File: src/hw/bmr_pkg.sv
// Constants and types for the boot mode reset controller
package bmr_pkg;

   // Clock and timing
   localparam int unsigned BMR_CLK_HZ = 100_000_000;
   localparam int unsigned BMR_CLK_PER_MS = BMR_CLK_HZ / 1000;
   localparam int unsigned BMR_RESET_MS = 500;
   localparam int unsigned BMR_DEBOUNCE_MS = 10;
   // Strictly longer than the reset time, hence one extra cycle
   localparam int unsigned BMR_RESET_CYCLES =
      BMR_RESET_MS * BMR_CLK_PER_MS + 1;
   localparam int unsigned BMR_DEBOUNCE_CYCLES =
      BMR_DEBOUNCE_MS * BMR_CLK_PER_MS;
   localparam int unsigned BMR_NMI_CYCLES = 16;

   // Widths
   localparam int unsigned BMR_CNT_W = 26;
   localparam int unsigned BMR_DEB_W = 20;
   localparam int unsigned BMR_NMI_W = 5;
   localparam int unsigned BMR_MODE_W = 4;
   localparam int unsigned BMR_IN_N = 4;

   // Input slots in the synchroniser and debouncer
   localparam int unsigned BMR_IN_RST = 0;
   localparam int unsigned BMR_IN_BOOT = 1;
   localparam int unsigned BMR_IN_NMI = 2;
   localparam int unsigned BMR_IN_CTS = 3;

   // Mode presented on the mode pins in boot mode
   localparam logic [BMR_MODE_W-1:0] BMR_BOOT_MODE = 4'h0;

   typedef enum logic [1:0] {
      BMR_USER_RST,
      BMR_USER_RUN,
      BMR_BOOT_RST,
      BMR_BOOT_RUN
   } bmr_state_t;

   typedef struct packed {
      logic [BMR_IN_N-1:0] sync1;
      logic [BMR_IN_N-1:0] sync2;
      logic [BMR_IN_N-1:0] act;
      logic [BMR_IN_N-1:0][BMR_DEB_W-1:0] deb_cnt;
      bmr_state_t state;
      logic [BMR_CNT_W-1:0] rst_cnt;
      logic [BMR_NMI_W-1:0] nmi_cnt;
      logic mcu_rst_n;
      logic mode_oe_n;
      logic rts;
      logic nmi_n;
   } bmr_regs_t;

endpackage

File: src/hw/bmr_ctrl.sv
// Boot mode reset controller: reset timer, mode pins, NMI, mode feedback
//
// What this block does
// - After power-up the microcontroller reset is held for a timed interval.
// - When the power-up interval ends, reset is released in user mode.
// - In user run, an NMI button press gives one debounced pulse unless a pulse is running.
// - Boot press in user run resets with boot settings driven on mode pins.
// - A boot press during an ordinary reset interval does not enter boot.
// - The boot mode value is fixed at mode zero.
// - Mode pins are driven through outputs that can go high impedance.
// - Every reset interval lasts longer than 500 ms.
// - A new boot or reset press during an interval restarts the timer.
// - The controller is a four-state machine, reset and run per mode.
// - Reset holds while the control input is active, then about 500 ms.
// - First state holds reset; on expiry the run state keeps the mode.
// - Run states wait for a control input to pick user or boot reset.
// - Each low activation of the change request in a run state toggles boot and user.
// - The mode feedback line is high in boot mode and low in user mode.
`timescale 1ns/100ps

module bmr_ctrl
   import bmr_pkg::*;
#(
   parameter int unsigned RESET_CYCLES = BMR_RESET_CYCLES,
   parameter int unsigned DEBOUNCE_CYCLES = BMR_DEBOUNCE_CYCLES
) (
   // Clock and reset
   input wire logic sys_clk_i,
   input wire logic rst_n_i,
   // Push buttons, active low
   input wire logic rst_btn_n_i,
   input wire logic boot_btn_n_i,
   input wire logic nmi_btn_n_i,
   // Serial change request, active low
   input wire logic cts_n_i,
   // Microcontroller side
   output logic mcu_rst_n_o,
   output logic nmi_n_o,
   output logic [BMR_MODE_W-1:0] mode_o,
   output logic mode_oe_n_o,
   // Mode feedback
   output logic rts_o
);

   localparam bmr_regs_t REGS_RST = '{
      sync1: '0,
      sync2: '0,
      act: '0,
      deb_cnt: '0,
      state: BMR_USER_RST,
      rst_cnt: '0,
      nmi_cnt: '0,
      mcu_rst_n: 1'b0,
      mode_oe_n: 1'b1,
      rts: 1'b0,
      nmi_n: 1'b1
   };

   localparam logic [BMR_CNT_W-1:0] RST_LAST =
      BMR_CNT_W'(RESET_CYCLES - 1);
   localparam logic [BMR_DEB_W-1:0] DEB_LAST =
      BMR_DEB_W'(DEBOUNCE_CYCLES - 1);
   localparam logic [BMR_NMI_W-1:0] NMI_LEN = BMR_NMI_W'(BMR_NMI_CYCLES);

   bmr_regs_t r_ff;
   bmr_regs_t nxt_r;

   // Single-cycle presses from the debouncers
   // Each press is one cycle wide
   logic [BMR_IN_N-1:0] press;
   logic rst_req;
   logic boot_req;
   logic nmi_req;

   // Reset timer control
   logic hold;
   logic tmr_clear;
   logic tmr_done;

   // NMI pulse control
   logic nmi_allowed;
   logic nmi_busy;
   logic nmi_start;

   always_comb begin
      // Defaults: keep state, no events
      nxt_r = r_ff;
      press = '0;
      rst_req = 1'h0;
      boot_req = 1'h0;
      nmi_req = 1'h0;
      hold = 1'h0;
      tmr_clear = 1'h0;
      tmr_done = 1'h0;
      nmi_allowed = 1'h0;
      nmi_busy = 1'h0;
      nmi_start = 1'h0;

      // two-flop synchroniser
      // Inverted so that an active pin reads as one
      nxt_r.sync1[BMR_IN_RST] = ~rst_btn_n_i;
      nxt_r.sync1[BMR_IN_BOOT] = ~boot_btn_n_i;
      nxt_r.sync1[BMR_IN_NMI] = ~nmi_btn_n_i;
      nxt_r.sync1[BMR_IN_CTS] = ~cts_n_i;
      nxt_r.sync2 = r_ff.sync1;

      // debounce each input
      // Level must differ for the whole window
      for (int i = 0; i < BMR_IN_N; i++) begin
         if (r_ff.sync2[i] != r_ff.act[i]) begin
            if (r_ff.deb_cnt[i] == DEB_LAST) begin
               nxt_r.act[i] = r_ff.sync2[i];
               nxt_r.deb_cnt[i] = '0;
               // Only the active edge is a press
               press[i] = r_ff.sync2[i];
            end else begin
               nxt_r.deb_cnt[i] = r_ff.deb_cnt[i] + 1'h1;
            end
         end else begin
            // Bounce shorter than the window is dropped
            nxt_r.deb_cnt[i] = '0;
         end
      end

      // Requests seen by the state machine
      rst_req = press[BMR_IN_RST];
      nmi_req = press[BMR_IN_NMI];
      // change request acts like the boot button
      boot_req = press[BMR_IN_BOOT] | press[BMR_IN_CTS];

      // active control input holds the timer
      // Release starts the full interval again
      hold = r_ff.act[BMR_IN_RST] |
         r_ff.act[BMR_IN_BOOT] |
         r_ff.act[BMR_IN_CTS];

      tmr_clear = hold |
         rst_req |
         boot_req;

      // expire only past the minimum
      // One cycle beyond the minimum is counted
      tmr_done = (r_ff.rst_cnt == RST_LAST);

      case (r_ff.state)
         // Power-up and reset button land here
         BMR_USER_RST: begin
            if (tmr_clear) begin
               nxt_r.rst_cnt = '0;
            end else if (tmr_done) begin
               nxt_r.rst_cnt = '0;
               // user reset ends in user run
               // boot press here keeps user mode
               nxt_r.state = BMR_USER_RUN;
            end else begin
               // Count while no control input is active
               nxt_r.rst_cnt = r_ff.rst_cnt + 1'h1;
            end
         end

         // Boot settings are driven meanwhile
         BMR_BOOT_RST: begin
            if (tmr_clear) begin
               nxt_r.rst_cnt = '0;
            end else if (tmr_done) begin
               nxt_r.rst_cnt = '0;
               // run state keeps the boot mode
               nxt_r.state = BMR_BOOT_RUN;
            end else begin
               // Count while no control input is active
               nxt_r.rst_cnt = r_ff.rst_cnt + 1'h1;
            end
         end

         // Program runs with jumper mode
         BMR_USER_RUN: begin
            nxt_r.rst_cnt = '0;
            // wait for control input
            // Reset press wins over boot press
            if (rst_req) begin
               nxt_r.state = BMR_USER_RST;
            end else if (boot_req) begin
               nxt_r.state = BMR_BOOT_RST;
            end else begin
               nxt_r.state = BMR_USER_RUN;
            end
         end

         // Boot loader runs
         BMR_BOOT_RUN: begin
            nxt_r.rst_cnt = '0;
            // a further request toggles back to user
            if (rst_req || boot_req) begin
               nxt_r.state = BMR_USER_RST;
            end else begin
               nxt_r.state = BMR_BOOT_RUN;
            end
         end

         default: begin
            // Unused codes recover to user reset
            nxt_r.rst_cnt = '0;
            nxt_r.state = BMR_USER_RST;
         end
      endcase

      // NMI only while user run continues
      nmi_allowed = (r_ff.state == BMR_USER_RUN) &&
         (nxt_r.state == BMR_USER_RUN);
      nmi_busy = (r_ff.nmi_cnt != '0);
      // Presses during a running pulse are dropped
      nmi_start = nmi_allowed && nmi_req &&
         !nmi_busy;

      if (!nmi_allowed) begin
         // Leaving user run cuts the pulse
         nxt_r.nmi_cnt = '0;
      end else if (nmi_start) begin
         nxt_r.nmi_cnt = NMI_LEN;
      end else if (nmi_busy) begin
         nxt_r.nmi_cnt = r_ff.nmi_cnt - 1'h1;
      end else begin
         nxt_r.nmi_cnt = '0;
      end
      if (nxt_r.nmi_cnt != '0) begin
         nxt_r.nmi_n = 1'h0;
      end else begin
         nxt_r.nmi_n = 1'h1;
      end

      // Output levels follow the next state
      case (nxt_r.state)
         BMR_USER_RST: begin
            // power-up starts here with reset held
            nxt_r.mcu_rst_n = 1'h0;
            nxt_r.mode_oe_n = 1'h1;
            nxt_r.rts = 1'h0;
         end

         BMR_USER_RUN: begin
            nxt_r.mcu_rst_n = 1'h1;
            nxt_r.mode_oe_n = 1'h1;
            nxt_r.rts = 1'h0;
         end

         BMR_BOOT_RST: begin
            nxt_r.mcu_rst_n = 1'h0;
            nxt_r.mode_oe_n = 1'h0;
            nxt_r.rts = 1'h1;
         end

         BMR_BOOT_RUN: begin
            nxt_r.mcu_rst_n = 1'h1;
            // buffers stay enabled in boot run
            nxt_r.mode_oe_n = 1'h0;
            nxt_r.rts = 1'h1;
         end

         default: begin
            // Unused codes behave as user reset
            nxt_r.mcu_rst_n = 1'h0;
            nxt_r.mode_oe_n = 1'h1;
            nxt_r.rts = 1'h0;
         end
      endcase
   end

   // Synchronous reset is the power-up detect
   always_ff @(posedge sys_clk_i) begin
      if (!rst_n_i) begin
         r_ff <= REGS_RST;
      end else begin
         r_ff <= nxt_r;
      end
   end

   // Registered outputs; the mode value is a constant
   assign mcu_rst_n_o = r_ff.mcu_rst_n;
   assign nmi_n_o = r_ff.nmi_n;
   // value applied only while enable is low
   assign mode_o = BMR_BOOT_MODE;
   assign mode_oe_n_o = r_ff.mode_oe_n;
   assign rts_o = r_ff.rts;

endmodule // bmr_ctrl

File: config.mk
export PLATFORM = sky130hd
export DESIGN_NAME = bmr_ctrl
export DESIGN_NICKNAME = d
export VERILOG_FILES = /design/src/hw/bmr_pkg.sv /design/src/hw/bmr_ctrl.sv
export SDC_FILE = /design/constraint.sdc
export NUM_CORES = 1
export LEC_CHECK = 0
export ABC_AREA = 1
export BUFFER_PORTS_ARGS = -buffer_cell sky130_fd_sc_hd__buf_2
export CAP_MARGIN = 10
export CORE_MARGIN = 1
export CORE_UTILIZATION = 53
export CTS_CLUSTER_DIAMETER = 50
export CTS_CLUSTER_SIZE = 28
export DETAILED_ROUTE_END_ITERATION = 16
export PLACE_DENSITY_LB_ADDON = 0.08
export SLEW_MARGIN = 20
export SYNTH_ARGS = -nofsm -noshare
export SYNTH_HDL_FRONTEND = slang
export SYNTH_SLANG_ARGS = --single-unit
File: constraint.sdc
create_clock -name sys_clk_i -period 4.9 [get_ports sys_clk_i]
set_input_delay 0 -clock sys_clk_i [delete_from_list [all_inputs] [get_ports sys_clk_i]]
set_output_delay 0 -clock sys_clk_i [all_outputs]
set_load 0.05 [all_outputs]
==> metrics.md, run 1 <==
| Metric | Value |
|---|---|
| Root Buffer | clkbuf_16 |
| Slew of the pin with the lowest slew margin | 0.808 ns |
| Number of port buffers | 9 |
| Multi-input logic area | 3130 um2 |
| CP most frequent cell | nor2_1 |
| Final period utilization | 0.507 |
| FF+latch area | 2580 um2 |
| Worst vdd ir | 294 uV |
| CTS Buf Count | 17 |
| Dominant cell type by area after synthesis | dfxtp_1 |
| Crit end category | flop |
| Post-DP Area | 6440 um2 |
| Tmin final | 2.48 ns |
| Synth Instances | 896 |
| Die Outline Area | 12300 um2 |
| Seq/Total Area, Yosys | 0.410 |
| Final wirelength | 12800 um |
| Global-route wire length before repair | 22800 um |
| Deepest clock path buffer count | 2 |
| Post-synth ARST share | 0 |
| Clk_lat worst skew | 0.42 ns |
| Min-delay src | nmi_btn_n_i |
| Initial antenna violation count | 0 |
| Power Total | 0.00247 W |
| Worst hold slack | 0.293 ns |
| Most common cell after layout, fill and taps aside | nand2_1 |
| Post-synth EDFFs | 0 |
| Final Instance Area | 7140 um2 |
| Post-synthesis cell type count | 43 |
| Drt wl/cell | 11.9 um |
| Chip height | 111 um |
| Fillcell total | 1047 |
| Fin worst setup slack | 2.42 ns |
| Worst path cell trace | dlygate4sd3_1, buf_2, clkinv_1, nor2_1, nand3_1, nor2_1 |
| Share of the synthesized area in the top cell type | 0.410 |
| Vias | 5548 |
| FP Rows | 39 |
| Leading post-synthesis cells by cell area | dfxtp_1 (41%), nand2_1 (10%), nor2_1 (9.0%) |
| H-Tree Depth | 4 |
| Worst-path clk slew | 0.06 ns |
| Layout cell share with drive strength beyond 1 | 0.0797 |
| Detailed Routing Iterations Pass 1 | 11 |
| CP Launch Point | rst_n_i |
| Post_cts resized | 0 |
| Vias per std cell | 5.18 |
| Max Freq | 403 MHz |
| Clk sinks | 129 |
| Core ar. | 11500 um2 |
| Fin Clk Skew | 0.0139 ns |
| Largest net degree at the start of global routing | 21 |
| Vias in the first global route | 5422 |
| Commonest non-fill, non-tap cells in the layout | nand2_1 (169), nor2_1 (151), inv_1 (129), dfxtp_1 (129), nand3_1 (44) |
| Worst setup SP type | input port |
| Crit path arrival time | 2.82 ns |
| Setup CP Type | input port to flop |
| # DRC | 6 |
| Worst path required time | 5.24 ns |
| Slowest cell on crit path | nor2_1 |
| Area Overhead vs Synth | 13.4% |
| Hpwl dp | 9160 um |
| Slew HR | 0.459 |
| Synth warnings | 0 |
| Worst hold path type | input port to flop |
| Placer Congestion | 0.896 |
| CTS tree | done |
| Crit-path max FO | 19 |
| Synth Area per Inst | 7.03 um2 |
| Final max-slew violation count | 0 |
| Initial core utilization | 0.547 |
| Setup WS pre-CTS | 2.47 ns |
| Max_cap viols | 0 |
| Antenna diodes | 0 |
| Leak pwr | 2.81 nW |
| Setup TNS | 0 ns |
| Violated checks | design-rule violations |
| Number of register bits inferred by synthesis | 129 |
| Ys flop type | dfxtp_1 |
| Status | finished with violations |
| Largest stage delay on the critical path | 0.80 ns |
| Synth Cell Area | 6290 um2 |
| Finish-stage setup viols | 0 |
| Total track usage | 0.226 |
| RR Startpoint | r_ff[9]$_SDFF_PN0_ |
| Pwr dens | 346 nW/um2 |
| Layout net count | 929 |
| Initial DRC Count | 346 |
| Die Span X | 111 um |
| Final Hold Vio Count | 0 |
| Total gr overflow | 0 |
| IO Pins | 14 |
| RSZ-0062 raised after global routing | no |
| Final antenna-violating net count | 0 |
kinds of logic (layout without fill, tap and decap cells):
kind of cell	count (synthesis)	count (layout)	share of synthesized area
flip-flops	129	129	0.410
AND/OR/NAND/NOR	494	494	0.362
adder cells (fa/ha/maj)	7	7	0.0139
XOR/XNOR	34	34	0.0473
buffers and inverters	149	179	0.0938
other	1	4	0.000596
AO/OA/AOI/OAI	82	82	0.0724
metal layers:
metal | vias to the layer above | global-route usage | wire [um]
met5 | - | 0 | 0
met4 | 0 | 0.107 | 312
met3 | 27 | 0.0618 | 450
met2 | 96 | 0.382 | 6030
met1 | 2516 | 0.264 | 6010
li1 | 2909 | - | -
repair_timing:
| item | CTS | global route |
|---|---|---|
| endpoints found under the hold margin | 14 | 0 |
| buffers inserted | 0 | 0 |
| hold buffers | 5 | 0 |
| endpoints found under the setup margin | 0 | 0 |
worst paths after layout:
kind / to / slack (ns) / cells after the start
worst max register to register: r_ff[17]$_SDFF_PN0_ / 2.42 / 9
worst min register to register: r_ff[124]$_SDFF_PN0_ / 0.41 / 2
worst max-delay path: r_ff[17]$_SDFF_PN0_ / 2.42 / 6
worst min-delay path: nxt_r[123]$_SDFF_PN0_ / 0.29 / 3
cell type report:
cell class / instances / share of cell area
well taps: 143 / 0.0251
clock buffers: 22 / 0.0650
repair buffers: 15 / 0.0144
multi-input cells: 621 / 0.439
inverters: 132 / 0.0694
clock inverters: 10 / 0.0254
flip-flops and latches: 129 / 0.362
power breakdown:
| part | internal, W | switching, W | total, W |
|---|---|---|---|
| combinational | 0.0000132 | 0.0000300 | 0.0000432 |
| clock | 0.000927 | 0.000441 | 0.00137 |
| sequential | 0.00106 | 0.00000563 | 0.00106 |
synth_stat cells, drive strengths merged (4+ instances only):
cell,n
nor2,159
dfxtp,129
buf,15
or2,10
xor2,21
inv,131
ha,7
nand3,47
xnor2,13
nand4,34
nor4,16
nor3b,8
nand2,174
o21ai,29
a21oi,35
o21a,4
nor3,40
o31ai,4
worst max-delay path, delay by kind of cell:
family	cells	cell delay, ns
buffers and inverters	3	1.24
AND/OR/NAND/NOR	3	1.57
through the flow:
stage	std cells	util
floorplan	899	-
global placement	1035	0.559
detailed placement	1035	0.559
CTS	1072	0.620
global route	1072	0.620
finish	1072	0.620
flip-flops by register name (all words and copies together), names as in the netlist:
signal	flops
mcu_rst_n_o	1
mode_oe_n_o	1
nmi_n_o	1
nxt_r	4
r_ff	121
rts_o	1
Note: power is estimated with default switching activity, not from simulation.
==> run 2, diff against run 1 <==
Clock period 4.9 ns to 2.1 ns, I/O delays scaled along.
==> run 2 against run 1 <==
Against the previous run: worst hold slack better by 0.0064 ns; combinational power grew to 2.6 times the previous value; routed wire length decreased by 0.45%; the run still ends with design-rule violations left; sequential share of layout area fell by 0.14 points; worst setup slack got worse by 2.2 ns.
==> metrics.md, run 2 (synthesized netlist as in run 1, its figures left out) <==
| Metric | Value |
|---|---|
| Status | finished with violations (unchanged) |
| Violated checks | design-rule violations (unchanged) |
| Reg2reg setup slack | 0.23 ns (was 2.42 ns) |
| Fillcell total | 1062 (was 1047) |
| M1 WL | 6040 um (was 6010 um) |
| Max layer used | met4 (unchanged) |
| H-Tree Depth | 4 (unchanged) |
| Layout net count | 942 (was 929) |
| Crit end category | flop (unchanged) |
| Total gr overflow | 0 (unchanged) |
| FP Rows | 39 (unchanged) |
| Placed Cells | 1048 (was 1035) |
| Met3 wire length | 381 um (was 450 um) |
| Post-DP Area | 6540 um2 (was 6440 um2) |
| Critical R2R Capture | r_ff[113]$_SDFF_PP0_ (was r_ff[17]$_SDFF_PN0_) |
| Die Outline Area | 12300 um2 (unchanged) |
| RR Startpoint | r_ff[97]$_SDFF_PP0_ (was r_ff[9]$_SDFF_PN0_) |
| Final wirelength | 12800 um (about the same) |
| Pwr dens | 744 nW/um2 (was 346 nW/um2) |
| Global-route wire length before repair | 22600 um (was 22800 um) |
| Final antenna-violating net count | 0 (unchanged) |
| CTS Buf Count | 17 (unchanged) |
| Slew of the pin with the lowest slew margin | 0.572 ns (was 0.808 ns) |
| CTS tree | done (unchanged) |
| Final max-slew violation count | 0 (unchanged) |
| Finish-stage setup viols | 0 (unchanged) |
| Min-delay src | cts_n_i (was nmi_btn_n_i) |
| Final Hold Vio Count | 0 (unchanged) |
| Vias in the first global route | 5288 (was 5422) |
| Crit path arrival time | 2.18 ns (was 2.82 ns) |
| RSZ-0062 raised after global routing | no (unchanged) |
| Worst setup SP type | flop (was input port) |
| Placer Congestion | 0.920 (was 0.896) |
| Worst vdd ir | 640 uV (was 294 uV) |
| Tmin final | 1.87 ns |
| Vias | 5555 (was 5548) |
| Multi-input logic area | 3150 um2 (was 3130 um2) |
| Fin Clk Skew | 0.00845 ns (was 0.0139 ns) |
| Detailed Routing Iterations Pass 1 | 11 (unchanged) |
| Max_cap viols | 0 (unchanged) |
| Commonest non-fill, non-tap cells in the layout | nand2_1 (169), nor2_1 (151), inv_1 (129), dfxtp_1 (129), nand3_1 (43) (was nand2_1 (169), nor2_1 (151), inv_1 (129), dfxtp_1 (129), nand3_1 (44)) |
| Crit-path max FO | 7 (was 19) |
| Deepest clock path buffer count | 2 (unchanged) |
| Max reg flops | 121 (unchanged) |
| Initial DRC Count | 395 (was 346) |
| Clk_lat worst skew | 0.41 ns (was 0.42 ns) |
| Worst Hold End | nxt_r[124]$_SDFF_PN0_ (was nxt_r[123]$_SDFF_PN0_) |
| Met2 WL | 6090 um (was 6030 um) |
| Vias per std cell | 5.13 (was 5.18) |
| Worst hold slack | 0.299 ns (was 0.293 ns) |
| Register bank with the most flops | r_ff (unchanged) |
| Chip height | 111 um (unchanged) |
| Finished Layout Cells | 1083 (was 1072) |
| Worst path required time | 2.41 ns (was 5.24 ns) |
| Initial antenna violation count | 0 (unchanged) |
| # DRC | 5 (was 6) |
| IO Pins | 14 (unchanged) |
| Post-CTS setup buffer count | 0 (unchanged) |
| Max Freq | 534 MHz |
| Slew HR | 0.616 (was 0.459) |
| Total track usage | 0.226 (about the same) |
| R2r worst-path depth | 11 (was 9) |
| Most common cell after layout, fill and taps aside | nand2_1 (unchanged) |
| Setup CP Type | flop to flop (was input port to flop) |
| Drt wl/cell | 11.8 um (was 11.9 um) |
| Die Span X | 111 um (unchanged) |
| Leak pwr | 2.83 nW (was 2.81 nW) |
| Number of port buffers | 9 (unchanged) |
| Layout cell share with drive strength beyond 1 | 0.0936 (was 0.0797) |
| FF+latch area | 2580 um2 (unchanged) |
| Initial core utilization | 0.547 (unchanged) |
| Setup TNS | 0 ns (unchanged) |
| Area Overhead vs Synth | 13.8% (was 13.4%) |
| Worst-path clk slew | 0.05 ns (was 0.06 ns) |
| Antenna diodes | 0 (unchanged) |
| Core ar. | 11500 um2 (unchanged) |
| Clk sinks | 129 (unchanged) |
| Hold depth | 3 (unchanged) |
| Final Instance Area | 7170 um2 (was 7140 um2) |
| Largest net degree at the start of global routing | 18 (was 21) |
| Final period utilization | 0.892 |
| Hpwl dp | 9470 um (was 9160 um) |
| Worst hold path type | input port to flop (unchanged) |
| Root Buffer | clkbuf_16 (unchanged) |
run 2: changes by cell type in the layout (fill, tap and decap cells not counted), moves of 2 or more:
cell	change
nor3_2	+2
clkbuf_8	+3
bufinv_16	-4
buf_4	+13
nor3_1	-2
run 2: final cells by class:
cell class                 count  share of cell area
clock inverter                 5             0.00733
sequential                   129               0.360
multi-input combinational    621               0.439
inverter                     132              0.0695
tap                          143              0.0250
clock buffer                  25              0.0705
timing repair buffer          28              0.0279
run 2: worst max-delay path by stage:
stage                        startpoint                    to  slack [ns]
finish              r_ff[97]$_SDFF_PP0_  r_ff[113]$_SDFF_PP0_        0.23
global route        r_ff[57]$_SDFF_PP0_    r_ff[9]$_SDFF_PN0_        0.01
CTS                 r_ff[57]$_SDFF_PP0_    r_ff[9]$_SDFF_PN0_        0.11
detailed placement  r_ff[57]$_SDFF_PP0_    r_ff[9]$_SDFF_PN0_        0.13
global placement    r_ff[57]$_SDFF_PP0_   r_ff[14]$_SDFF_PN0_        0.21
floorplan            r_ff[9]$_SDFF_PN0_   r_ff[25]$_SDFF_PN0_        0.47
run 2: where the power goes:
part | internal (W) | total [W] | switching [W] | leakage [nW]
logic | 0.0000391 | 0.000112 | 0.0000730 | 1.52
clock network | 0.00176 | 0.00274 | 0.000975 | 0.275
registers | 0.00247 | 0.00248 | 0.0000132 | 1.04
run 2: timing repair:
item	4_1_cts	5_1_grt
endpoints found under the hold margin	14	0
gates resized for setup	0	4
hold buffers	5	0
setup endpoints to repair	0	12
run 2: layer usage:
layer | GRT usage | vias to the layer above
met4 | 0.101 | 0
li1 | - | 2946
met5 | 0 | -
met3 | 0.0519 | 20
met1 | 0.269 | 2504
met2 | 0.387 | 85
run 2: critical path: stages, from the launching register on:
cell and delay [ns]:
dfxtp_1 0.36, ha_1 0.18, nand2_1 0.08, nor2_2 0.24, nand4_1 0.19, nor2_1 0.16
inv_1 0.10, nor2_1 0.15, nand2_1 0.08, xnor2_1 0.13, nand2_1 0.06, inv_1 0.03
run 2: stage by stage:
stage	worst slack, ns	power, W	utilization
2_1_floorplan	0.467	0.00261	-
5_1_grt	0.0113	0.00552	0.622
6_report	0.227	0.00533	0.622
3_3_place_gp	0.208	0.00263	0.568
4_1_cts	0.114	0.00539	0.621
3_5_place_dp	0.131	0.00263	0.568
